--- src/srfd_params.svh ---
// Constants for the serial receive frame decoder
`ifndef SRFD_PARAMS_SVH
`define SRFD_PARAMS_SVH

// ----------------------------------------
// Symbol timing, counted in bit times
// ----------------------------------------
`define SRFD_BIT_FIRST 4'h0
`define SRFD_BIT_LAST 4'h9
`define SRFD_RDY_LOW_BITS 4'h6
`define SRFD_BCLK_HIGH_BITS 4'h5

// ----------------------------------------
// Comma symbols, bit a in the msb
// ----------------------------------------
`define SRFD_K285_NEG 10'h0fa
`define SRFD_K285_POS 10'h305
`define SRFD_K28_POS6 6'h30

// ----------------------------------------
// Output codes
// ----------------------------------------
`define SRFD_CODE_K281 8'h01
`define SRFD_CODE_K285 8'h05
`define SRFD_CODE_K287 8'h07
`define SRFD_CODE_K237 8'h08
`define SRFD_CODE_K277 8'h09
`define SRFD_CODE_K297 8'h0a
`define SRFD_CODE_K307 8'h0b
`define SRFD_CODE_C71 8'h27
`define SRFD_CODE_C72 8'h47
`define SRFD_CODE_BAD 8'he0
`define SRFD_CODE_K285_RDP 8'he1
`define SRFD_CODE_K285_RDN 8'he2
`define SRFD_CODE_RD_ERR 8'he4

// ----------------------------------------
// Register map
// ----------------------------------------
`define SRFD_ADR_W 4
`define SRFD_REG_CTRL 4'h0
`define SRFD_REG_STATUS 4'h4
`define SRFD_CTRL_MSB 2
`define SRFD_CTRL_RST 3'h4
`define SRFD_ST_AWAIT_BIT 0
`define SRFD_ST_RD_BIT 1
`define SRFD_ST_WORD_LSB 4
`define SRFD_ST_WORD_MSB 13

`endif

--- src/srfd_pkg.sv ---
// Types for the serial receive frame decoder
package srfd_pkg;
  typedef enum logic [1:0] {SRFD_ENCODED, SRFD_BYPASS, SRFD_TEST} srfd_mode_e;
  typedef struct packed {
    logic violation;
    logic special;
    logic [7:0] data;
  } srfd_word_s;
  typedef struct packed {
    logic rf;
    srfd_mode_e mode;
  } srfd_ctrl_s;
endpackage

--- src/srfd_rx.sv ---
// Serial receiver: deserializer, comma framer, 8b/10b decoder and ready strobe
`timescale 1ns/1ns
`include "srfd_params.svh"

// Overview of operation
// [RULE1] Shift bits on recovered bit clock; move symbol to decode register every ten bits.
// [RULE2] A K28.5 comma resets the bit counter, aligning symbols to byte boundaries.
// [RULE3] With reframe disabled the framer never resynchronises the bit counter.
// [RULE4] After reframe rises, ready stays inhibited until a K28.5 is found.
// [RULE5] Data keeps flowing to the outputs while ready is inhibited.
// [RULE6] Encoded mode gives eight data bits, a special flag and a violation flag.
// [RULE7] A deliberately sent violation symbol decodes like a link error, code C0.7.
// [RULE8] Bypass mode moves the decode register unchanged to the 10-bit output.
// [RULE9] Comma framing works in bypass mode just as in encoded mode.
// [RULE10] All ten outputs change together, aligned with ready and byte clock.
// [RULE11] Ready is an active-low byte-rate pulse, low for 60 percent of a byte.
// [RULE12] Ready stays high on fill characters; receiver ignores data while ready is high.
// [RULE13] K28.5 followed by K28.5 is fill: no ready pulse, output stays 05 special.
// [RULE14] K28.5 followed by anything else is data and gets a ready pulse.
// [RULE15] Bypass mode with reframe enabled pulses ready once per K28.5.
// [RULE16] Good data code with good disparity: violation 0, special 0, byte 00-FF.
// [RULE17] Good special code with good disparity: violation 0, special 1, code 00-0B.
// [RULE18] K28.7 after K28.1 gives 27; after K28.5 gives 47; no violation.
// [RULE19] Unassigned code gives violation 1, special 1, value E0.
// [RULE20] K28.5 of wrong disparity form gives E1 or E2 with both flags set.
// [RULE21] Valid code with wrong running disparity gives both flags set and E4.
// [RULE22] Mode selects bypass, encoded, or test operation.
// [RULE23] Running disparity is tracked across symbols and updated after each character in encoded and test modes, not in bypass.
// [RULE24] After reset the counter free-runs and data is unframed until a comma.
module srfd_rx #(
  parameter logic [3:0] RDY_LOW_BITS = `SRFD_RDY_LOW_BITS // Bit times ready stays low
) (
  input wire logic sys_clk_in, // System clock, 100 MHz
  input wire logic sys_rst_in, // Synchronous reset, active high
  input wire logic rx_bit_clk_in, // Recovered bit clock, asynchronous
  input wire logic rx_serial_in, // Serial data, asynchronous
  input wire logic wb_cyc_in, // Wishbone cycle
  input wire logic wb_stb_in, // Wishbone strobe
  input wire logic wb_we_in, // Wishbone write enable
  input wire logic [`SRFD_ADR_W-1:0] wb_adr_in, // Wishbone byte address
  input wire logic [3:0] wb_sel_in, // Wishbone byte selects
  input wire logic [31:0] wb_dat_in, // Wishbone write data
  output logic [31:0] wb_dat_out, // Wishbone read data
  output logic wb_ack_out, // Wishbone acknowledge
  output logic [7:0] decoded_byte_out, // Decoded byte
  output logic special_char_flag_out, // Special character flag
  output logic violation_flag_out, // Violation flag
  output logic [9:0] raw_symbol_out, // Output register; bypass mode puts bit a in msb, encoded and test modes the violation flag
  output logic ready_n_out, // New byte strobe, active low
  output logic recovered_byte_clock_out // Byte-rate clock
);

  // ----------------------------------------
  // Parameter check
  // ----------------------------------------
  if (RDY_LOW_BITS == 4'h0 || RDY_LOW_BITS > `SRFD_BIT_LAST) begin : g_bad_rdy
    $error("RDY_LOW_BITS must lie between 1 and 9");
  end

  // ----------------------------------------
  // Declarations
  // ----------------------------------------
  logic [2:0] bclk_sync_q;
  logic [1:0] sdat_sync_q;
  logic bit_edge;
  logic [9:0] shift_q;
  logic [9:0] shift_d;
  logic [3:0] bit_cnt_q;
  logic [9:0] decode_q;
  logic comma_hit;
  logic boundary;
  srfd_pkg::srfd_word_s out_q;
  srfd_pkg::srfd_word_s dec_word;
  srfd_pkg::srfd_ctrl_s ctrl_q;
  logic bypass;
  logic rd_q;
  logic rd_d;
  logic prev_k281_q;
  logic prev_k285_q;
  logic cur_k281;
  logic cur_k285;
  logic dec_bad;
  logic rf_prev_q;
  logic rf_rise;
  logic await_q;
  logic rdy_arm_q;
  logic fill;
  logic ready_n_q;
  logic byte_clk_q;
  logic ack_q;
  logic [31:0] rdata_q;
  logic req;
  logic [6:0] d6;
  logic [4:0] d4;
  logic [3:0] c4;
  logic [1:0] b6;
  logic [1:0] b4;
  logic kx7;

  // ----------------------------------------
  // Code tables
  // ----------------------------------------
  // Returns valid, K28 marker, five-bit value
  function automatic logic [6:0] dec6(input logic [5:0] c);
    case (c)
      6'b100111, 6'b011000: dec6 = {2'b10, 5'd0};
      6'b011101, 6'b100010: dec6 = {2'b10, 5'd1};
      6'b101101, 6'b010010: dec6 = {2'b10, 5'd2};
      6'b110001: dec6 = {2'b10, 5'd3};
      6'b110101, 6'b001010: dec6 = {2'b10, 5'd4};
      6'b101001: dec6 = {2'b10, 5'd5};
      6'b011001: dec6 = {2'b10, 5'd6};
      6'b111000, 6'b000111: dec6 = {2'b10, 5'd7};
      6'b111001, 6'b000110: dec6 = {2'b10, 5'd8};
      6'b100101: dec6 = {2'b10, 5'd9};
      6'b010101: dec6 = {2'b10, 5'd10};
      6'b110100: dec6 = {2'b10, 5'd11};
      6'b001101: dec6 = {2'b10, 5'd12};
      6'b101100: dec6 = {2'b10, 5'd13};
      6'b011100: dec6 = {2'b10, 5'd14};
      6'b010111, 6'b101000: dec6 = {2'b10, 5'd15};
      6'b011011, 6'b100100: dec6 = {2'b10, 5'd16};
      6'b100011: dec6 = {2'b10, 5'd17};
      6'b010011: dec6 = {2'b10, 5'd18};
      6'b110010: dec6 = {2'b10, 5'd19};
      6'b001011: dec6 = {2'b10, 5'd20};
      6'b101010: dec6 = {2'b10, 5'd21};
      6'b011010: dec6 = {2'b10, 5'd22};
      6'b111010, 6'b000101: dec6 = {2'b10, 5'd23};
      6'b110011, 6'b001100: dec6 = {2'b10, 5'd24};
      6'b100110: dec6 = {2'b10, 5'd25};
      6'b010110: dec6 = {2'b10, 5'd26};
      6'b110110, 6'b001001: dec6 = {2'b10, 5'd27};
      6'b001110: dec6 = {2'b10, 5'd28};
      6'b101110, 6'b010001: dec6 = {2'b10, 5'd29};
      6'b011110, 6'b100001: dec6 = {2'b10, 5'd30};
      6'b101011, 6'b010100: dec6 = {2'b10, 5'd31};
      6'b001111, 6'b110000: dec6 = {2'b11, 5'd28};
      default: dec6 = 7'h00;
    endcase
  endfunction

  // Returns valid, alternate x.7 marker, three-bit value
  function automatic logic [4:0] dec4(input logic [3:0] c);
    case (c)
      4'b1011, 4'b0100: dec4 = {2'b10, 3'd0};
      4'b1001: dec4 = {2'b10, 3'd1};
      4'b0101: dec4 = {2'b10, 3'd2};
      4'b1100, 4'b0011: dec4 = {2'b10, 3'd3};
      4'b1101, 4'b0010: dec4 = {2'b10, 3'd4};
      4'b1010: dec4 = {2'b10, 3'd5};
      4'b0110: dec4 = {2'b10, 3'd6};
      4'b1110, 4'b0001: dec4 = {2'b10, 3'd7};
      4'b0111, 4'b1000: dec4 = {2'b11, 3'd7};
      default: dec4 = 5'h00;
    endcase
  endfunction

  // Sub-block disparity: returns error, disparity after the block
  function automatic logic [1:0] blk(input logic [5:0] c, input logic [2:0] half, input logic rd);
    logic [2:0] ones;
    ones = 3'($countones(c));
    if (ones > half) begin
      blk = {rd, 1'b1};
    end else if (ones < half) begin
      blk = {~rd, 1'b0};
    end else if (c == 6'b111000 || c == 6'b001100) begin
      blk = {rd, 1'b0};
    end else if (c == 6'b000111 || c == 6'b000011) begin
      blk = {~rd, 1'b1};
    end else begin
      blk = {1'b0, rd};
    end
  endfunction

  function automatic logic is_comma(input logic [9:0] s);
    is_comma = (s == `SRFD_K285_NEG) || (s == `SRFD_K285_POS);
  endfunction

  // ----------------------------------------
  // Pin synchronisers and deserializer
  // ----------------------------------------
  always_ff @(posedge sys_clk_in) begin
    if (sys_rst_in) begin
      bclk_sync_q <= 3'h0;
      sdat_sync_q <= 2'h0;
    end else begin
      bclk_sync_q <= {bclk_sync_q[1:0], rx_bit_clk_in};
      sdat_sync_q <= {sdat_sync_q[0], rx_serial_in};
    end
  end

  assign bit_edge = bclk_sync_q[1] & ~bclk_sync_q[2];
  assign shift_d = {shift_q[8:0], sdat_sync_q[1]};
  assign comma_hit = ctrl_q.rf && is_comma(shift_d); // [RULE2] [RULE3] [RULE9]
  assign boundary = bit_edge && (bit_cnt_q == `SRFD_BIT_LAST || comma_hit); // [RULE1]
  assign bypass = (ctrl_q.mode == srfd_pkg::SRFD_BYPASS);

  always_ff @(posedge sys_clk_in) begin
    if (sys_rst_in) begin
      shift_q <= 10'h000;
      decode_q <= 10'h000;
    end else if (bit_edge) begin
      shift_q <= shift_d; // [RULE1]
      if (boundary) begin
        decode_q <= shift_d; // [RULE1]
      end
    end
  end

  // Free-running bit counter, realigned by the framer
  always_ff @(posedge sys_clk_in) begin
    if (sys_rst_in) begin
      bit_cnt_q <= `SRFD_BIT_FIRST; // [RULE24]
    end else if (boundary) begin
      bit_cnt_q <= `SRFD_BIT_FIRST; // [RULE2]
    end else if (bit_edge) begin
      bit_cnt_q <= 4'(bit_cnt_q + 4'h1);
    end
  end

  // ----------------------------------------
  // Decoder
  // ----------------------------------------
  always_comb begin
    d6 = dec6(decode_q[9:4]);
    c4 = (decode_q[9:4] == `SRFD_K28_POS6) ? ~decode_q[3:0] : decode_q[3:0];
    d4 = dec4(c4);
    b6 = blk(decode_q[9:4], 3'h3, rd_q); // [RULE23]
    b4 = blk({2'b00, decode_q[3:0]}, 3'h2, b6[0]);
    rd_d = b4[0]; // [RULE23]
    kx7 = d4[3] && (d6[4:0] == 5'd23 || d6[4:0] == 5'd27 || d6[4:0] == 5'd29 || d6[4:0] == 5'd30);
    dec_bad = !(d6[6] && d4[4]);
    dec_word.violation = 1'b0;
    dec_word.special = d6[5] | kx7; // [RULE6]
    dec_word.data = {d4[2:0], d6[4:0]}; // [RULE6] [RULE16]
    if (d6[5]) begin
      dec_word.data = {5'h00, d4[2:0]}; // [RULE17]
      if (d4[2:0] == 3'd7 && prev_k281_q) begin
        dec_word.data = `SRFD_CODE_C71; // [RULE18]
      end else if (d4[2:0] == 3'd7 && prev_k285_q) begin
        dec_word.data = `SRFD_CODE_C72; // [RULE18]
      end
    end else if (kx7) begin
      case (d6[4:0])
        5'd23: dec_word.data = `SRFD_CODE_K237;
        5'd27: dec_word.data = `SRFD_CODE_K277;
        5'd29: dec_word.data = `SRFD_CODE_K297;
        default: dec_word.data = `SRFD_CODE_K307;
      endcase
    end
    cur_k281 = !dec_bad && !b6[1] && !b4[1] && d6[5] && d4[2:0] == 3'd1;
    cur_k285 = !dec_bad && !b6[1] && !b4[1] && d6[5] && d4[2:0] == 3'd5;
    if (dec_bad) begin
      dec_word = '{violation: 1'b1, special: 1'b1, data: `SRFD_CODE_BAD}; // [RULE7] [RULE19]
    end else if (decode_q == `SRFD_K285_NEG && rd_q) begin
      dec_word = '{violation: 1'b1, special: 1'b1, data: `SRFD_CODE_K285_RDP}; // [RULE20]
    end else if (decode_q == `SRFD_K285_POS && !rd_q) begin
      dec_word = '{violation: 1'b1, special: 1'b1, data: `SRFD_CODE_K285_RDN}; // [RULE20]
    end else if (b6[1] || b4[1]) begin
      dec_word = '{violation: 1'b1, special: 1'b1, data: `SRFD_CODE_RD_ERR}; // [RULE21]
    end
  end

  // ----------------------------------------
  // Output register and disparity
  // ----------------------------------------
  always_ff @(posedge sys_clk_in) begin
    if (sys_rst_in) begin
      out_q <= '0;
      rd_q <= 1'b0;
      prev_k281_q <= 1'b0;
      prev_k285_q <= 1'b0;
    end else if (boundary) begin
      case (ctrl_q.mode)
        srfd_pkg::SRFD_BYPASS: begin
          out_q <= srfd_pkg::srfd_word_s'(decode_q); // [RULE8] [RULE22]
        end
        default: begin
          out_q <= dec_word; // [RULE5] [RULE10] [RULE22]
          rd_q <= rd_d; // [RULE23]
          prev_k281_q <= cur_k281;
          prev_k285_q <= cur_k285;
        end
      endcase
    end
  end

  assign raw_symbol_out = out_q;
  assign decoded_byte_out = out_q.data;
  assign special_char_flag_out = out_q.special;
  assign violation_flag_out = out_q.violation;

  // ----------------------------------------
  // Framing state and ready strobe
  // ----------------------------------------
  assign rf_rise = ctrl_q.rf & ~rf_prev_q;
  assign fill = is_comma(decode_q) && is_comma(shift_d); // [RULE13]

  always_ff @(posedge sys_clk_in) begin
    if (sys_rst_in) begin
      rf_prev_q <= 1'b0;
      await_q <= 1'b1; // [RULE24]
    end else begin
      rf_prev_q <= ctrl_q.rf;
      if (rf_rise) begin
        await_q <= 1'b1; // [RULE4]
      end else if (boundary && comma_hit) begin
        await_q <= 1'b0; // [RULE4]
      end
    end
  end

  always_ff @(posedge sys_clk_in) begin
    if (sys_rst_in) begin
      rdy_arm_q <= 1'b0;
    end else if (rf_rise) begin
      rdy_arm_q <= 1'b0; // [RULE4]
    end else if (boundary) begin
      if (bypass) begin
        rdy_arm_q <= !await_q && is_comma(decode_q); // [RULE15]
      end else begin
        rdy_arm_q <= !await_q && !fill; // [RULE12] [RULE13] [RULE14]
      end
    end
  end

  always_ff @(posedge sys_clk_in) begin
    if (sys_rst_in) begin
      ready_n_q <= 1'b1;
      byte_clk_q <= 1'b0;
    end else begin
      ready_n_q <= !(rdy_arm_q && bit_cnt_q < RDY_LOW_BITS); // [RULE11] [RULE10]
      byte_clk_q <= bit_cnt_q < `SRFD_BCLK_HIGH_BITS; // [RULE10]
    end
  end

  assign ready_n_out = ready_n_q;
  assign recovered_byte_clock_out = byte_clk_q;

  // ----------------------------------------
  // Wishbone slave
  // ----------------------------------------
  assign req = wb_cyc_in & wb_stb_in;

  always_ff @(posedge sys_clk_in) begin
    if (sys_rst_in) begin
      ack_q <= 1'b0;
      rdata_q <= 32'h0000_0000;
    end else begin
      ack_q <= req & ~ack_q;
      if (req && !ack_q) begin
        rdata_q <= 32'h0000_0000;
        case (wb_adr_in)
          `SRFD_REG_CTRL: rdata_q[`SRFD_CTRL_MSB:0] <= ctrl_q;
          `SRFD_REG_STATUS: begin
            rdata_q[`SRFD_ST_AWAIT_BIT] <= await_q;
            rdata_q[`SRFD_ST_RD_BIT] <= rd_q;
            rdata_q[`SRFD_ST_WORD_MSB:`SRFD_ST_WORD_LSB] <= out_q;
          end
          default: rdata_q <= 32'h0000_0000;
        endcase
      end
    end
  end

  always_ff @(posedge sys_clk_in) begin
    if (sys_rst_in) begin
      ctrl_q <= srfd_pkg::srfd_ctrl_s'(`SRFD_CTRL_RST);
    end else if (req && wb_we_in && ack_q && wb_sel_in[0] && wb_adr_in == `SRFD_REG_CTRL) begin
      ctrl_q <= srfd_pkg::srfd_ctrl_s'(wb_dat_in[`SRFD_CTRL_MSB:0]); // [RULE3] [RULE22]
    end
  end

  assign wb_ack_out = ack_q;
  assign wb_dat_out = rdata_q;

  // ----------------------------------------
  // Assertions
  // ----------------------------------------
  symbol_transfer_a: assert property (@(posedge sys_clk_in) disable iff (sys_rst_in) // [RULE1]
    bit_edge && bit_cnt_q == `SRFD_BIT_LAST |=> bit_cnt_q == `SRFD_BIT_FIRST && decode_q == $past(shift_d))
    else $error("symbol not transferred after ten bits");
  comma_realign_a: assert property (@(posedge sys_clk_in) disable iff (sys_rst_in) // [RULE2]
    bit_edge && ctrl_q.rf && is_comma(shift_d) |=> bit_cnt_q == `SRFD_BIT_FIRST && is_comma(decode_q))
    else $error("comma did not realign bit counter");
  frame_inhibit_a: assert property (@(posedge sys_clk_in) disable iff (sys_rst_in) // [RULE3]
    bit_edge && !ctrl_q.rf && bit_cnt_q != `SRFD_BIT_LAST |=> bit_cnt_q == 4'($past(bit_cnt_q) + 4'h1))
    else $error("bit counter moved while framer inhibited");
  await_ready_a: assert property (@(posedge sys_clk_in) disable iff (sys_rst_in) // [RULE4]
    await_q && !rf_rise |-> !rdy_arm_q ##1 ready_n_out)
    else $error("ready pulsed while awaiting framing");
  data_flow_a: assert property (@(posedge sys_clk_in) disable iff (sys_rst_in) // [RULE5]
    boundary && await_q && !bypass |=> out_q == $past(dec_word))
    else $error("data stopped while awaiting framing");
  bypass_pass_a: assert property (@(posedge sys_clk_in) disable iff (sys_rst_in) // [RULE8]
    boundary && bypass |=> raw_symbol_out == $past(decode_q))
    else $error("bypass symbol altered");
  ready_low_a: assert property (@(posedge sys_clk_in) disable iff (sys_rst_in) // [RULE11]
    rdy_arm_q && bit_cnt_q < RDY_LOW_BITS |=> !ready_n_out)
    else $error("ready not low in first part of byte");
  fill_suppress_a: assert property (@(posedge sys_clk_in) disable iff (sys_rst_in) // [RULE13]
    boundary && !bypass && fill |=> !rdy_arm_q ##1 ready_n_out)
    else $error("fill character produced ready");
  last_fill_a: assert property (@(posedge sys_clk_in) disable iff (sys_rst_in) // [RULE14]
    boundary && !bypass && !await_q && !rf_rise && is_comma(decode_q) && !is_comma(shift_d) |=> rdy_arm_q)
    else $error("last comma of fill lost its ready");
  bypass_comma_a: assert property (@(posedge sys_clk_in) disable iff (sys_rst_in) // [RULE15]
    boundary && bypass && !await_q && !rf_rise |=> rdy_arm_q == is_comma($past(decode_q)))
    else $error("bypass ready not tied to comma");
  unassigned_a: assert property (@(posedge sys_clk_in) disable iff (sys_rst_in) // [RULE19]
    boundary && !bypass && dec_bad |=> violation_flag_out && special_char_flag_out &&
      decoded_byte_out == `SRFD_CODE_BAD)
    else $error("unassigned code not reported as E0");

endmodule

--- config.mk ---
export PLATFORM = sky130hd
export DESIGN_NAME = srfd_rx
export DESIGN_NICKNAME = d
export VERILOG_FILES = /design/src/srfd_pkg.sv /design/src/srfd_rx.sv
export VERILOG_INCLUDE_DIRS = /design/src /design/src/src
export SDC_FILE = /design/constraint.sdc
export NUM_CORES = 1
export LEC_CHECK = 0
export ABC_AREA = 1
export BUFFER_PORTS_ARGS = -buffer_cell sky130_fd_sc_hd__buf_2
export CAP_MARGIN = 20
export CORE_UTILIZATION = 25
export CTS_CLUSTER_DIAMETER = 50
export CTS_CLUSTER_SIZE = 14
export DETAILED_ROUTE_END_ITERATION = 10
export SKIP_CTS_REPAIR_TIMING = 1
export SYNTH_ARGS = -nofsm -noshare
export SYNTH_HDL_FRONTEND = slang
export SYNTH_SLANG_ARGS = --single-unit
export TNS_END_PERCENT = 50
--- constraint.sdc ---
create_clock -name sys_clk_in -period 9.85 [get_ports sys_clk_in]
set_input_delay 1.97 -clock sys_clk_in [delete_from_list [all_inputs] [get_ports sys_clk_in]]
set_output_delay 1.97 -clock sys_clk_in [all_outputs]
set_load 0.02 [all_outputs]
==> results of run 1 <==
==> tightest hold or removal path, delay by kind of cell (launching register included) <==
kind          cells  cell delay [ns]
flops             1             0.29
buf+inv           1             0.04
simple gates      1             0.03
==> Yosys cell counts, drive strengths merged <==
cell type	count
inv	95
a211oi	1
nand3b	4
a31oi	2
a21oi	32
o221ai	2
conb	1
buf	34
nor4	1
fa	4
o211ai	13
nand4	14
nor3	6
o21ai	45
a21o	1
o22ai	6
clkinv	1
nand2	167
dfxtp	70
o31ai	1
or3	1
nand3	75
ha	19
xor2	2
nor2	56
clkbuf	10
==> power by group through the flow <==
stage	registers [mW]	logic [mW]	clock network (mW)
after floorplan	0.304	0.0290	0
after global placement	0.300	0.0390	0
after detailed placement	0.300	0.0394	0
after CTS	0.294	0.0395	0.363
after global routing	0.295	0.0443	0.374
final	0.294	0.0392	0.358
==> flip-flops by register name, summed over array words and instances, names as in the netlist <==
name / cells
prev_k285_q: 1
sdat_sync_q: 2
wb_ack_out: 1
bit_cnt_q: 4
wb_dat_out: 13
await_q: 1
rf_prev_q: 1
prev_k281_q: 1
recovered_byte_clock_out: 1
ready_n_out: 1
bclk_sync_q: 3
decode_q: 10
special_char_flag_out: 1
shift_q: 9
violation_flag_out: 1
decoded_byte_out: 8
d6: 7
rdy_arm_q: 1
rd_q: 1
ctrl_q: 3
==> cell type report <==
cell class / count / area [µm²]
sequential: 70 / 1400
clock buffer: 11 / 253
tap: 225 / 282
inverter: 96 / 360
clock inverter: 5 / 81.3
timing repair buffer: 52 / 265
multi-input combinational: 471 / 2520
fill: 1893 / 12300
==> cells by family (layout without fill, tap and decap cells) <==
kind of cell / Yosys count / count (layout) / synth area share
fa+ha+maj: 23 / 23 / 0.0703
xor+xnor: 2 / 2 / 0.00388
flops: 70 / 70 / 0.310
compound gates: 103 / 103 / 0.131
buf+inv: 140 / 164 / 0.146
other cells: 1 / 19 / 0.000830
simple gates: 324 / 324 / 0.338
==> routing by layer <==
metal / global-route usage / routed length, µm / up-vias
li1: - / - / 2188
met1: 0.161 / 5160 / 1875
met2: 0.213 / 5360 / 81
met3: 0.0168 / 329 / 28
met4: 0.0833 / 459 / 0
met5: 0 / 0 / -
==> worst paths after layout <==
kind / from / end / slack [ns] / depth (start not counted)
min: sdat_sync_q[0] / sdat_sync_q[1] / 0.40 / 2
max reg2reg: decode_q[4] / decoded_byte_out[5] / 6.18 / 17
min reg2reg: sdat_sync_q[0] / sdat_sync_q[1] / 0.40 / 2
max: sys_rst_in / d6[1] / 5.90 / 14
==> flow_summary.json, run 1 <==
{
  "initial_core_util": 0.259,
  "p_comb_frac": 0.057,
  "start_kind": "input port",
  "synth-seq-area-share": 0.310,
  "mostFrequentLayoutCell": "nand2_1",
  "outcome": "finished clean",
  "ys_top_cells_by_area": "dfxtp_1, nand2_1, nand3_1, inv_1, buf_4",
  "coreArea_mm2": 0.0175,
  "fin_tns_setup_ns": 0,
  "hp-class": "reg -> reg",
  "die_h_um": 136,
  "rows": 48,
  "final_cell_mix": "nand2_1, inv_1, dfxtp_1, nand3_1, buf_2",
  "power_mw": 0.691,
  "crit_buf_inv": 5,
  "clockPowerShare": 0.518,
  "layout-drive-gt1-share": 0.165,
  "netlist_instances": 663,
  "peakVddDrop_mv": 0.0786,
  "slowest_stage": "buf_4",
  "cts_buffers": 9,
  "min_period_ns": 3.95,
  "rsz0062_at_grt": "false",
  "clockBufferDepth": 2,
  "cts_max_level": 3,
  "grt_usage": 0.130,
  "n_antenna_cell": 0,
  "layout_setup_ws_ns": 5.90,
  "fin_util": 0.296,
  "die_width_um": 136,
  "setup_violations": 0,
  "critPathMaxStageDelay_ns": 0.43,
  "nets": 770,
  "drc": 0,
  "switchingPower_mw": 0.155,
  "portBuffers": 50,
  "totalWireLength_um": 11300,
  "ys_ff_latch": 70,
  "pre_cts_ws_ns": 5.54,
  "synth_top_area_share": 0.310,
  "hold_ws_ns": 0.403,
  "max_clock_freq_mhz": 253,
  "power_density_mw_per_mm2": 134,
  "synth_cell_type_count": 37,
  "yosysTopAreaCell": "dfxtp_1",
  "crit_type": "in -> reg",
  "clock_latency_ns": 0.34,
  "globalplace.congestion": 0.919,
  "cp_common_cell": "nand2_1",
  "fin_cells": 930,
  "drv_cap": 0,
  "die_area_mm2": 0.0186,
  "dpl.hpwl_um": 8570,
  "grt_pass1_wl_um": 18800,
  "cp_top_family": "simple AND/OR/NAND/NOR gates",
  "clock-sinks": 70,
  "endpoint_kind": "flip-flop",
  "p_leak_nw": 2.52,
  "ant_nets": 0,
  "arrival_ns": 4.18,
  "numPlacedInstances": 914,
  "wl_per_cell_um": 12.2,
  "seqPwrFrac": 0.426,
  "maxSlewViolCount": 0,
  "swShare": 0.225,
  "critPathRequiredTime_ns": 10.09,
  "synth_warnings": 0,
  "syn-cell-area_mm2": 0.00452,
  "via_count": 4172,
  "finalHoldViolations": 0,
  "cts_tree": "yes",
  "intPower_mw": 0.536,
  "crit_chain": "buf_2, clkinv_1, buf_4, nand4_1, nand2_1, inv_1, ha_1, nand3b_1, nand3_1, nand2_1, nand2_1, nand2_1, inv_1, nand2_1",
  "dr.pass1.iters": 5,
  "tightest_slew_ns": 0.822,
  "via_per_inst": 4.49,
  "fin_crit_sh": 0.401,
  "cts_root_buffer": "clkbuf_16",
  "io_pins": 102,
  "grt_overflow": 0,
  "clk_pin_slew_ns": 0.05,
  "first_global_vias": 3912,
  "syn_to_final_growth_pct": 14.3,
  "cp_max_fo": 46,
  "drtIter0Drc": 300,
  "antenna_found_initial": 0,
  "relSlewSlack": 0.450,
  "stdcell_area_mm2": 0.00517,
  "grt_max_degree": 47,
  "placed_area_mm2": 0.00483,
  "avgSynthCellArea_um2": 6.81,
  "skew_ns": 0.00592
}
(Power assumes the default switching activity.)
==> run 2: changes to the inputs <==
- ABC_AREA: 1 -> 0
- clock period: 9.85 -> 3.4 ns (I/O delays scaled with it)
==> flow_summary.json, run 2 <==
{
  "outcome": "complete, but fails checks",
  "violations": "design-rule violations, negative setup slack",
  "multi_input_area_mm2": 0.00289,
  "cts_max_level": 3,
  "min_to": "ready_n_out",
  "first_global_vias": 3991,
  "finalHoldViolations": 0,
  "crit_type": "reg -> reg",
  "setup_violations": 2,
  "peakVddDrop_mv": 0.197,
  "largest_register_ffs": 13,
  "placed_area_mm2": 0.00516,
  "reg2reg_depth": 14,
  "ant_nets": 0,
  "syn-cell-area_mm2": 0.00470,
  "fin_util": 0.300,
  "synth_warnings": 0,
  "via_per_inst": 5.17,
  "ys_ff_latch": 70,
  "dr.pass1.iters": 9,
  "grt_overflow": 0,
  "die_width_um": 139,
  "skew_ns": 0.00808,
  "totalWireLength_um": 12800,
  "via_count": 4538,
  "clock-sinks": 70,
  "cts_tree": "yes",
  "swShare": 0.227,
  "hp-class": "reg -> reg",
  "ys_async_sr_fraction": 0,
  "grt_max_degree": 50,
  "cts_root_buffer": "clkbuf_16",
  "tightest_slew_ns": 0.753,
  "endpoint_kind": "flip-flop",
  "synth_edf_count": 0,
  "grt_pass1_wl_um": 20800,
  "avgSynthCellArea_um2": 7.80,
  "drc": 12,
  "power_density_mw_per_mm2": 319,
  "fin_crit_sh": 1.02,
  "cp_max_fo": 4,
  "max_clock_freq_mhz": 288,
  "synthTopCellsByCount": "dfxtp_1, nand2_1, a21oi_1, nor2_1, buf_4",
  "clk_pin_slew_ns": 0.06,
  "relSlewSlack": 0.495,
  "yosysMostFrequentCell": "dfxtp_1",
  "grt_use_met1": 0.177,
  "synth-seq-area-share": 0.298,
  "nets": 715,
  "ys_top_cells_by_area": "dfxtp_1, a21oi_1, buf_4, ha_1, nand2_1",
  "clockBufferDepth": 2,
  "portBuffers": 50,
  "seq_area_mm2": 0.00140,
  "p_comb_frac": 0.042,
  "initial_core_util": 0.258,
  "holdCritStartpoint": "rdy_arm_q",
  "num-fill-cells": 1919,
  "antenna_found_initial": 0,
  "die_area_mm2": 0.0194,
  "hold_ws_ns": 0.391,
  "pre_cts_ws_ns": -0.166,
  "maxSlewViolCount": 0,
  "cts_buffers": 9,
  "synth_cell_type_count": 74,
  "synthFlopType": "dfxtp_1",
  "clockPowerShare": 0.482,
  "final_cell_mix": "dfxtp_1, nand2_1, buf_2, a21oi_1, nor2_1",
  "r2r-end": "prev_k281_q",
  "layout_setup_ws_ns": -0.0773,
  "intPower_mw": 1.35,
  "mostFrequentLayoutCell": "dfxtp_1",
  "dpl.hpwl_um": 9360,
  "layout-drive-gt1-share": 0.191,
  "rsz0062_at_grt": "true",
  "die_h_um": 139,
  "coreArea_mm2": 0.0182,
  "critPathRequiredTime_ns": 3.67,
  "min_path_cells": 1,
  "busiest_layer": "met2",
  "clock_latency_ns": 0.32,
  "drtIter0Drc": 380,
  "seqPwrFrac": 0.476,
  "n_antenna_cell": 0,
  "synth_top_area_share": 0.298,
  "arrival_ns": 3.74,
  "stdcell_area_mm2": 0.00547,
  "grt_usage": 0.131,
  "switchingPower_mw": 0.397,
  "wl_per_cell_um": 14.6,
  "drv_cap": 0,
  "use_met2": 0.208,
  "met3_usage": 0.0204,
  "start_kind": "flip-flop",
  "yosysTopAreaCell": "dfxtp_1",
  "rows": 49,
  "min_period_ns": 3.48,
  "reg2reg_slack_ns": -0.08,
  "regToRegStartpoint": "decode_q[4]",
  "netlist_instances": 603,
  "syn_to_final_growth_pct": 16.3,
  "io_pins": 102,
  "p_leak_nw": 2.16,
  "globalplace.congestion": 0.899
}
-- run 2: kinds of logic (layout without fill, tap and decap cells) --
logic type / count (synthesis) / after routing / share of synthesized area
AOI/OAI and AO/OA: 169 / 169 / 0.245
other: 1 / 19 / 0.000797
DFF: 70 / 70 / 0.298
xor gates and xnor gates: 5 / 5 / 0.00931
adders and majority gates: 23 / 23 / 0.0676
muxes: 13 / 13 / 0.0293
and+or+nand+nor: 219 / 219 / 0.238
buffers and inverters: 103 / 130 / 0.112
-- run 2: power groups by stage --
stage | combinational [mW] | sequential, mW | clock, mW
finish | 0.0741 | 0.830 | 0.840
global route | 0.0807 | 0.829 | 0.903
CTS | 0.0744 | 0.829 | 0.859
detailed placement | 0.0740 | 0.847 | 0
global placement | 0.0734 | 0.847 | 0
floorplan | 0.0661 | 0.848 | 0
-- run 2: area by class of cell --
| type | instances | area share |
|---|---|---|
| multi-input cells | 448 | 0.527 |
| repair buffers | 86 | 0.0951 |
| clock inverters | 4 | 0.00457 |
| inverters | 30 | 0.0206 |
| clock buffers | 10 | 0.0437 |
| flip-flops and latches | 70 | 0.256 |
| well taps | 229 | 0.0524 |
-- run 2: how the worst max path moves through the flow --
stage / start / to / depth (start not counted)
global placement: decode_q[4] / decoded_byte_out[1] / 16
global route: decode_q[4] / prev_k281_q / 14
finish: decode_q[4] / prev_k281_q / 14
CTS: decode_q[4] / decoded_byte_out[1] / 16
detailed placement: decode_q[4] / decoded_byte_out[1] / 16
floorplan: decode_q[4] / prev_k281_q / 14
-- run 2: routing by layer --
metal / wire length (µm) / part of all wire
met5: 0 / 0
met3: 777 / 0.061
met4: 314 / 0.025
met2: 5720 / 0.45
met1: 6000 / 0.47
-- run 2: worst max-delay path: stages, from the launching register on --
cell and delay [ns]:
dfxtp_2 0.32, fa_1 0.52, inv_1 0.05, fa_1 0.42
inv_1 0.06, ha_2 0.16, inv_2 0.04, fa_1 0.46
inv_1 0.08, a41o_1 0.21, mux2i_2 0.26, nand2_2 0.12
or4_4 0.50, a2bb2oi_1 0.15, nor2_2 0.07
-- run 2: per-stage QoR --
step / power, mW / std cells / TNS (ns)
after detailed placement: 0.921 / 862 / -0.416
after floorplan: 0.914 / 621 / 0
final: 1.74 / 877 / -0.154
after global routing: 1.81 / 877 / -1.18
after CTS: 1.76 / 876 / -0.478
after global placement: 0.921 / 862 / -0.493
